`src/verilog/gfm_pkg.sv`:
```
// Purpose: constants and types for the forced-function gpio block
// Assumes: apb slave, 32-bit data, 100 MHz clk
// Notes:   register offsets are byte addresses
//
// Overview of operation
// - forced pin functions apply from every reset
// - port a bit 7 open-drain regulator enable
// - port c bits 0,3 pulled up, 2 driven
// - port c bit 4 mode-select or serial data
// - jtag after reset, only tool switches mode
// - disable bit returns debug pins to gpio
// - disable write ignored while debug active
// - tool activity in reset reclaims, sets flag
// - debug active equals power-up request high
// - full reset from por, pin, watchdog, sysreset
// - full reset makes all unforced pins floating input
// - full reset sets regulator enable bit
// - full reset clears debug disable bit
// - boot select only after pin or por reset
// - port a bit 5 pulled up, then sampled
// - boot pin floats after sample, level readable
// - analog: drivers, pulls off, input reads one
// - floating input: no pulls, no drive
// - pull input: out bit selects pull direction
// - open-drain: zero drives low, one floats
// - push-pull drives out bit, input tracks pin
// - set and clear registers update atomically
// - output data reads last written value
// - four-bit config decode of seven modes
// - alternate output without peripheral drives zero
package gfm_pkg;
   localparam int NPORT = 3;
   localparam int NPIN  = 24;
   // register byte offsets, per port stride
   localparam logic [11:0] OFS_CFGL   = 12'h000;
   localparam logic [11:0] OFS_CFGH   = 12'h004;
   localparam logic [11:0] OFS_IN     = 12'h008;
   localparam logic [11:0] OFS_OUT    = 12'h00C;
   localparam logic [11:0] OFS_SET    = 12'h010;
   localparam logic [11:0] OFS_CLR    = 12'h014;
   localparam logic [11:0] PORT_STEP  = 12'h040;
   localparam logic [11:0] OFS_DBGCFG = 12'h100;
   localparam logic [11:0] OFS_DBGST  = 12'h104;
   // debug config bits
   localparam int BIT_EXTREG = 4;
   localparam int BIT_DBGDIS = 5;
   // debug status bits
   localparam int BIT_FORCED = 1;
   localparam int BIT_SWEN   = 2;
   localparam int BIT_BOOT   = 3;
   // mode codes
   localparam logic [3:0] CFG_ANALOG = 4'h0;
   localparam logic [3:0] CFG_FLOAT  = 4'h4;
   localparam logic [3:0] CFG_PULL   = 4'h8;
   localparam logic [3:0] CFG_PP     = 4'h1;
   localparam logic [3:0] CFG_OD     = 4'h5;
   localparam logic [3:0] CFG_ALTPP  = 4'h9;
   localparam logic [3:0] CFG_ALTOD  = 4'hD;
   // pin indices
   localparam int PIN_REGEN = 7;
   localparam int PIN_BOOT  = 5;
   localparam int PIN_TRST  = 16;
   localparam int PIN_TDO   = 18;
   localparam int PIN_TDI   = 19;
   localparam int PIN_TMS   = 20;
   // boot sample delay
   localparam int BOOT_CLKS = 512;
   typedef struct packed {
      logic drv_lo;
      logic drv_hi;
      logic pull_up;
      logic pull_dn;
   } gfm_pad_t;
   typedef struct packed {
      logic tck_sel_sw;
      logic tdo;
      logic swdio_out;
      logic swdio_oe;
   } gfm_dbg_t;
endpackage

```
`src/verilog/gfm_boot.sv`:
```
// Purpose: boot select capture after pin or por reset
// Assumes: delay counted on clk
// Notes:   none
`timescale 1ns/1ps
module gfm_boot
   import gfm_pkg::*;
(
   // clock and reset
   input  wire logic clk,
   input  wire logic rst_n,
   // reset cause and pin
   input  wire logic boot_reset_src,
   input  wire logic boot_pin,
   // result
   output logic      boot_pullup,
   output logic      boot_sel_n_ff
);
   logic [9:0] cnt_ff;
   logic       busy_ff;
   logic       arm_ff;
   wire        last = (cnt_ff == 10'(BOOT_CLKS - 1));
   assign boot_pullup = busy_ff;
   always_ff @(posedge clk or negedge rst_n) begin
      if (!rst_n) begin
         cnt_ff        <= '0;
         busy_ff       <= 1'b1;
         arm_ff        <= 1'b0;
         boot_sel_n_ff <= 1'b1;
      end else begin
         if (cnt_ff == '0 && busy_ff) arm_ff <= boot_reset_src;
         if (busy_ff) cnt_ff <= cnt_ff + 10'd1;
         if (busy_ff && last) begin
            busy_ff <= 1'b0;
            if (arm_ff) boot_sel_n_ff <= boot_pin;
         end
      end
   end
endmodule // gfm_boot

```
`src/verilog/gfm_pad.sv`:
```
// Purpose: one pin mode decode
// Assumes: pad struct drives physical pad
// Notes:   analog ties input high
`timescale 1ns/1ps
module gfm_pad
   import gfm_pkg::*;
(
   // configuration
   input  wire logic [3:0] cfg,
   input  wire logic       out_bit,
   input  wire logic       alt_bit,
   input  wire logic       pin_in,
   // pad side
   output gfm_pad_t        pad,
   output logic            din
);
   wire is_od  = (cfg == CFG_OD) || (cfg == CFG_ALTOD);
   wire is_pp  = (cfg == CFG_PP) || (cfg == CFG_ALTPP);
   wire is_alt = (cfg == CFG_ALTPP) || (cfg == CFG_ALTOD);
   wire val    = is_alt ? alt_bit : out_bit;
   assign pad.drv_lo  = (is_od || is_pp) && !val;
   assign pad.drv_hi  = is_pp && val;
   assign pad.pull_up = (cfg == CFG_PULL) && out_bit;
   assign pad.pull_dn = (cfg == CFG_PULL) && !out_bit;
   assign din         = (cfg == CFG_ANALOG) ? 1'b1 : pin_in;
endmodule // gfm_pad

```
`src/verilog/gfm_top.sv`:
```
// Purpose: gpio ports with forced debug, regulator and boot pins
// Assumes: apb slave, single clock, rst_n is full chip reset
// Notes:   alternate peripheral data absent, tied to zero
`timescale 1ns/1ps
module gfm_top
   import gfm_pkg::*;
(
   // clock and reset
   input  wire logic              clk,
   input  wire logic              rst_n,
   // reset causes
   input  wire logic              boot_reset_src,
   input  wire logic              reset_held,
   // apb
   input  wire logic              psel,
   input  wire logic              penable,
   input  wire logic              pwrite,
   input  wire logic [11:0]       paddr,
   input  wire logic [31:0]       pwdata,
   output logic [31:0]            prdata,
   output logic                   pready,
   output logic                   pslverr,
   // debug port
   input  wire logic              debug_powerup_request,
   input  wire logic              dbg_sw_mode,
   input  wire logic              dbg_tdo,
   input  wire logic              dbg_swdio_out,
   input  wire logic              dbg_swdio_oe,
   output logic                   dbg_trst,
   output logic                   dbg_tdi,
   output logic                   dbg_tms,
   // regulator enable
   input  wire logic              reg_en,
   // pins
   input  wire logic [NPIN-1:0]   pin_in,
   output logic [NPIN-1:0]        pin_drv_lo,
   output logic [NPIN-1:0]        pin_drv_hi,
   output logic [NPIN-1:0]        pin_pull_up,
   output logic [NPIN-1:0]        pin_pull_dn,
   output logic                   boot_select_n
);
   // ---------------------------------------
   // registers
   // ---------------------------------------
   logic [3:0]        cfg_ff [NPIN];
   logic [NPIN-1:0]   out_ff;
   logic              extreg_ff;
   logic              dbgdis_ff;
   logic              forced_ff;
   logic              pend_ff;
   logic [31:0]       prdata_ff;
   logic [NPIN-1:0]   din;
   gfm_pad_t          pad [NPIN];
   logic              boot_pu;

   // ---------------------------------------
   // apb decode
   // ---------------------------------------
   wire        acc    = psel && penable;
   wire        wr     = acc && pwrite;
   wire [1:0]  pidx   = paddr[7:6];
   wire [11:0] lofs   = {6'd0, paddr[5:0]};
   wire        in_prt = (paddr[11:8] == 4'h0) && (pidx < 2'(NPORT));
   wire        hit_dc = (paddr == OFS_DBGCFG);
   wire        hit_ds = (paddr == OFS_DBGST);
   wire        hit_pr = in_prt && (lofs <= OFS_CLR) && (lofs[1:0] == 2'b00);
   wire        mapped = hit_dc || hit_ds || hit_pr;
   wire        dbg_act = debug_powerup_request;
   assign pready  = 1'b1;
   assign pslverr = acc && !mapped;
   assign prdata  = prdata_ff;

   // ---------------------------------------
   // config and output data
   // ---------------------------------------
   genvar g;
   generate
      for (g = 0; g < NPIN; g++) begin : g_pin
         localparam int P = g / 8;
         localparam int B = g % 8;
         wire hp = wr && in_prt && (pidx == 2'(P));
         wire hi_half = (B >= 4);
         wire wcfg = hp && (lofs == (hi_half ? OFS_CFGH : OFS_CFGL));
         wire wout = hp && (lofs == OFS_OUT);
         wire wset = hp && (lofs == OFS_SET) && pwdata[B];
         wire wclr = hp && (lofs == OFS_CLR) && pwdata[B];
         always_ff @(posedge clk or negedge rst_n) begin
            if (!rst_n) begin
               cfg_ff[g] <= CFG_FLOAT;
               out_ff[g] <= 1'b0;
            end else begin
               if (wcfg) cfg_ff[g] <= pwdata[(B%4)*4 +: 4];
               if (wout) out_ff[g] <= pwdata[B];
               else if (wset) out_ff[g] <= 1'b1;
               else if (wclr) out_ff[g] <= 1'b0;
            end
         end
         gfm_pad u_pad (
            .cfg     (cfg_ff[g]),
            .out_bit (out_ff[g]),
            .alt_bit (1'b0),
            .pin_in  (pin_in[g]),
            .pad     (pad[g]),
            .din     (din[g])
         );
      end
   endgenerate

   // ---------------------------------------
   // debug config and status
   // ---------------------------------------
   wire wr_dc = wr && hit_dc;
   always_ff @(posedge clk or negedge rst_n) begin
      if (!rst_n) begin
         extreg_ff <= 1'b1;
         dbgdis_ff <= 1'b0;
         forced_ff <= 1'b0;
         pend_ff   <= 1'b0;
      end else begin
         pend_ff <= reset_held && dbg_act;
         if (wr_dc) extreg_ff <= pwdata[BIT_EXTREG];
         if (pend_ff && dbgdis_ff) begin
            dbgdis_ff <= 1'b0;
            forced_ff <= 1'b1;
         end else if (wr_dc && !(pwdata[BIT_DBGDIS] && dbg_act)) begin
            dbgdis_ff <= pwdata[BIT_DBGDIS];
         end
      end
   end

   // ---------------------------------------
   // read mux
   // ---------------------------------------
   logic [7:0] rd_in;
   logic [7:0] rd_out;
   logic [31:0] rd_cfg;
   always_comb begin
      rd_in  = din[pidx*8 +: 8];
      rd_out = out_ff[pidx*8 +: 8];
      rd_cfg = '0;
      for (int i = 0; i < 4; i++) begin
         rd_cfg[i*4 +: 4] = cfg_ff[pidx*8 + (lofs == OFS_CFGH ? 4 : 0) + i];
      end
   end
   always_ff @(posedge clk or negedge rst_n) begin
      if (!rst_n) begin
         prdata_ff <= '0;
      end else if (psel && !penable && !pwrite) begin
         prdata_ff <= '0;
         if (paddr == OFS_DBGCFG) begin
            prdata_ff[BIT_EXTREG] <= extreg_ff;
            prdata_ff[BIT_DBGDIS] <= dbgdis_ff;
         end else if (paddr == OFS_DBGST) begin
            prdata_ff[BIT_FORCED] <= forced_ff;
            prdata_ff[BIT_SWEN]   <= dbg_sw_mode;
            prdata_ff[BIT_BOOT]   <= boot_select_n;
         end else if (in_prt && (lofs == OFS_CFGL || lofs == OFS_CFGH)) begin
            prdata_ff <= rd_cfg;
         end else if (in_prt && lofs == OFS_IN) begin
            prdata_ff <= {24'd0, rd_in};
         end else if (in_prt && lofs == OFS_OUT) begin
            prdata_ff <= {24'd0, rd_out};
         end
      end
   end

   // ---------------------------------------
   // boot select
   // ---------------------------------------
   gfm_boot u_boot (
      .clk            (clk),
      .rst_n          (rst_n),
      .boot_reset_src (boot_reset_src),
      .boot_pin       (pin_in[PIN_BOOT]),
      .boot_pullup    (boot_pu),
      .boot_sel_n_ff  (boot_select_n)
   );

   // ---------------------------------------
   // forced pin overrides
   // ---------------------------------------
   wire dbg_on = !dbgdis_ff;
   always_comb begin
      for (int i = 0; i < NPIN; i++) begin
         pin_drv_lo[i]  = pad[i].drv_lo;
         pin_drv_hi[i]  = pad[i].drv_hi;
         pin_pull_up[i] = pad[i].pull_up;
         pin_pull_dn[i] = pad[i].pull_dn;
      end
      if (extreg_ff) begin
         pin_drv_lo[PIN_REGEN]  = !reg_en;
         pin_drv_hi[PIN_REGEN]  = 1'b0;
         pin_pull_up[PIN_REGEN] = 1'b0;
         pin_pull_dn[PIN_REGEN] = 1'b0;
      end
      if (boot_pu) begin
         pin_drv_lo[PIN_BOOT]  = 1'b0;
         pin_drv_hi[PIN_BOOT]  = 1'b0;
         pin_pull_up[PIN_BOOT] = 1'b1;
         pin_pull_dn[PIN_BOOT] = 1'b0;
      end
      if (dbg_on) begin
         pin_drv_lo[PIN_TRST]  = 1'b0;
         pin_drv_hi[PIN_TRST]  = 1'b0;
         pin_pull_up[PIN_TRST] = 1'b1;
         pin_pull_dn[PIN_TRST] = 1'b0;
         pin_drv_lo[PIN_TDI]   = 1'b0;
         pin_drv_hi[PIN_TDI]   = 1'b0;
         pin_pull_up[PIN_TDI]  = 1'b1;
         pin_pull_dn[PIN_TDI]  = 1'b0;
         pin_drv_lo[PIN_TDO]   = !dbg_tdo;
         pin_drv_hi[PIN_TDO]   = dbg_tdo;
         pin_pull_up[PIN_TDO]  = 1'b0;
         pin_pull_dn[PIN_TDO]  = 1'b0;
         pin_pull_dn[PIN_TMS]  = 1'b0;
         if (dbg_sw_mode) begin
            pin_drv_lo[PIN_TMS]  = dbg_swdio_oe && !dbg_swdio_out;
            pin_drv_hi[PIN_TMS]  = dbg_swdio_oe && dbg_swdio_out;
            pin_pull_up[PIN_TMS] = 1'b0;
         end else begin
            pin_drv_lo[PIN_TMS]  = 1'b0;
            pin_drv_hi[PIN_TMS]  = 1'b0;
            pin_pull_up[PIN_TMS] = 1'b1;
         end
      end
   end
   assign dbg_trst = dbg_on ? pin_in[PIN_TRST] : 1'b1;
   assign dbg_tdi  = dbg_on ? pin_in[PIN_TDI] : 1'b1;
   assign dbg_tms  = dbg_on ? pin_in[PIN_TMS] : 1'b1;
endmodule // gfm_top

```
`config.mk`:
```
export PLATFORM = sky130hd
export DESIGN_NAME = gfm_top
export DESIGN_NICKNAME = d
export VERILOG_FILES = /design/src/verilog/gfm_pkg.sv /design/src/verilog/gfm_boot.sv /design/src/verilog/gfm_pad.sv /design/src/verilog/gfm_top.sv
export SDC_FILE = /design/constraint.sdc
export NUM_CORES = 1
export LEC_CHECK = 0
export BUFFER_PORTS_ARGS = -buffer_cell sky130_fd_sc_hd__buf_2
export CAP_MARGIN = 20
export CORE_ASPECT_RATIO = 0.7
export CORE_UTILIZATION = 35
export CTS_CLUSTER_SIZE = 28
export DETAILED_ROUTE_END_ITERATION = 8
export SLEW_MARGIN = 40
export SYNTH_ARGS = -nofsm -noshare
export SYNTH_HDL_FRONTEND = slang
export SYNTH_HIERARCHICAL = 1
export SYNTH_SLANG_ARGS = --single-unit
```
`constraint.sdc`:
```
create_clock -name clk -period 3.25 [get_ports clk]
set_input_delay 0.325 -clock clk [delete_from_list [all_inputs] [get_ports clk]]
set_output_delay 0.325 -clock clk [all_outputs]
set_load 0.005 [all_outputs]
```
==> results.md <==
- Multi-input logic area: 5538 µm²
- CTS clock-pin slew for the worst setup and hold paths: around 0.060 ns
- Final instance area: 11660 µm²
- I/O pins: roughly 220
- Die height: roughly 140 µm
- Cell Area, Synth: slightly below 10000 µm²
- Largest cells by area after synthesis: dfrtp_1, mux2_2, dfstp_2
- First drt pass iteration count: 5
- Yosys top cell area share: 0.3232
- Number of synthesized register bits: around 150
- Switching Share: 0.2511
- Final setup fails: 0
- Number of global-route vias before repair: 7564
- Area delta synth->final: 19.52%
- Sequential share of the synthesized area: 0.3959
- Clock sinks: 153
- Min-delay src: boot_reset_src
- Cell variety after synth: between 70 and 80
- Pwr/cell area: 359.9 nW/µm²
- Worst Setup SP: paddr[1]
- Pre-CTS setup slack: roughly 0.57 ns
- Clock Skews: between 0.01 and 0.015 ns
- Die width: 201.5 µm
- Startpoint Class: input pin
- Final Hold Fails: 0
- Global-route wire length before repair: between 40000 and 50000 µm
- Switching Power: around 1100 µW
- Post-layout nets: around 1.2k
- P_int: ~3100 µW
- Kind of critical path: input pin to register
- Number of flops mapped to enable cells by yosys: 0
- GRT overflow: 0
- Post-DRT Antenna Nets: 0
- RR Startpoint: cfg_ff[78]
- Most common cell after layout, fill and taps aside: buf_2
- DR iter-0 viols: approximately 900
- RSZ-0062 raised after global routing: false
- Critical Path Sink Type: register
- Critical Path Fanout Max: 9
- Critical path cell sequence: buf_2 > or4_1 > nor2_8 > mux4_2 > nor3b_2 > a221o_1
- Synth Warn #: 6
- Initial antenna violation count: 3
- Main synth FF type: dfrtp_1
- Cells after Synth: 888
- Storage element area: between 3000 and 4000 µm²
- H-Tree Depth: 4
- I/O Buffers: 181
- Hold Crit Class: input pin to register
- Worst IR Drop VDD: roughly 0.41 mV
- Critical path's slowest cell: or4_1
- Routed vias: approximately 8k
- Clk_lat worst skew: roughly 0.44 ns
- Share of layout cells above drive strength 1: 0.4269
- Initial Util: 0.3610
- Leakage Power: roughly 0.0054 µW
- Bufs on Longest Clock Path: 2
- Max Clk Rate: 0.4401 GHz
- CTS tree: done
- Yosys top cell by area: dfrtp_1
- Syn Area/Cell: around 11 µm²
- Async S/R FF share, synth: 1.000
- Post-Route WL: between 30000 and 40000 µm
- GP Congestion: between 0.9 and 1
- Slowest stage delay, CP: roughly 0.79 ns
- Clock network power share: 0.470
- Comb power frac: 0.071
- Most frequent cells in the layout: buf_2, dfrtp_1, mux2_2, nand2_1, mux2i_1
- Setup ws final: slightly below 1 ns
- Total Neg Setup Slack: 0 ns
- Vias per Instance: roughly 5.5
- Gr usage total: 0.2245
- Placed Area: approximately 11000 µm²
- DR WL/cell: 21.73 µm
- Largest net degree at the start of global routing: 70
- Max_slew headroom: 0.4427
- DIE AREA: 28550 µm²
- Fillers: 2613
- Slew @ Worst Pin: 0.8329 ns
- Core area: 27030 µm²
- Fin crit period: 2.272 ns
- DP Wirelength: 24100 µm
- CP arrival: roughly 2.6 ns
- Max Transition Viols Final: 0
- Sequential share of power: 0.459
- Num CTS Buffers: 17
- Outcome: finished clean
- Max Cap Viol: 0
- Final Cycle Share: 0.6992
- DR DRC count: 0
- Rows: 50
- Root Buffer: clkbuf_16
- WP data required: about 3.6 ns
layer usage:
| metal | routed length (µm) | global-route usage | vias up |
|---|---|---|---|
| li1 | - | - | 3654 |
| met2 | 12950 | 0.3127 | 374 |
| met4 | 488 | 0.06100 | 2 |
| met3 | 3041 | 0.05122 | 36 |
| met1 | 15380 | 0.3420 | 3957 |
| met5 | 13 | 0 | - |
what timing repair did:
item	in CTS	in global routing
resized for setup	0	0
endpoints found under the hold margin	55	0
setup buffers	0	0
hold buffers	1	0
worst paths after layout:
path,end,slack [ns],cells past startpoint
setup / recovery,prdata[13],0.98,6
hold / removal,u_boot/arm_ff,0.13,2
setup reg to reg,prdata[4],1.26,6
hold reg to reg,forced_ff,0.46,1
max in group asynchronous,cfg_ff[22],1.91,3
min in group asynchronous,cfg_ff[56],0.46,2
cells by family (layout without fill, tap and decap cells):
logic type | Yosys count | after routing | synth area share
compound gates | 144 | 144 | 0.1156
flops | 153 | 153 | 0.3959
buf+inv | 93 | 267 | 0.05143
other cells | 2 | 43 | 0.0007698
mux | 161 | 161 | 0.1811
xor+xnor | 9 | 9 | 0.008079
fa+ha+maj | 3 | 3 | 0.003591
simple gates | 323 | 323 | 0.2436
flip-flops by register name, indices dropped and copies added (netlist names):
| register | cells |
|---|---|
| extreg_ff | 1 |
| cfg_ff | 96 |
| u_boot/arm_ff | 1 |
| dbgdis_ff | 1 |
| u_boot/cnt_ff | 10 |
| u_boot/boot_sel_n_ff | 1 |
| pend_ff | 1 |
| u_boot/boot_pullup | 1 |
| forced_ff | 1 |
| out_ff | 24 |
| prdata | 16 |
synthesized netlist by cell type, types with 8 or more instances:
| library cell | instances |
|---|---|
| nor3b_2 | 25 |
| nor4b_2 | 24 |
| or2_2 | 8 |
| nand3_1 | 15 |
| dfstp_2 | 27 |
| nand4_1 | 8 |
| mux2_2 | 101 |
| nand2_1 | 73 |
| nor3_1 | 8 |
| buf_4 | 21 |
| buf_2 | 8 |
| a31oi_1 | 9 |
| and2_1 | 17 |
| a32o_1 | 25 |
| dfrtp_1 | 126 |
| nor2_1 | 24 |
| and3_1 | 29 |
| clkbuf_1 | 24 |
| and3b_1 | 25 |
| a21oi_1 | 15 |
| o21ai_0 | 21 |
| nor2b_1 | 11 |
| inv_1 | 31 |
| mux2i_1 | 58 |
| a21o_1 | 27 |
| nor3_2 | 25 |
power groups by stage:
| stage | clock network [µW] | logic, µW | registers, µW |
|---|---|---|---|
| after floorplan | 0 | 137 | 1960 |
| after global placement | 0 | 292 | 1960 |
| after detailed placement | 0 | 293 | 1960 |
| after CTS | 1990 | 296 | 1930 |
| after global routing | 2080 | 322 | 1930 |
| final | 1970 | 296 | 1930 |
area by class of cell:
cell class / instances / area share
clock inverters: 11 / 0.009550
flip-flops and latches: 153 / 0.3314
well taps: 364 / 0.03906
clock buffers: 21 / 0.04035
inverters: 31 / 0.009980
diodes: 2 / 0.0004292
multi-input cells: 681 / 0.4749
repair buffers: 204 / 0.09432
through the flow:
step           std cells  utilization  hold slack (ns)  power [µW]
6_report            1467       0.4314           0.1283        4196
2_1_floorplan        927            -          0.02941        2099
3_5_place_dp        1432       0.4094           0.3836        2255
3_3_place_gp        1432       0.4093           0.3778        2253
4_1_cts             1465       0.4313           0.1215        4211
5_1_grt             1467       0.4314           0.1240        4326
critical path: cells and delay by family:
| kind | cells | cell delay [ns] |
|---|---|---|
| and+or+nand+nor | 3 | 1.31 |
| AOI/OAI and AO/OA | 1 | 0.28 |
| muxes | 1 | 0.54 |
| buffers and inverters | 1 | 0.13 |
No activity file was read; power rests on OpenSTA's default activity.
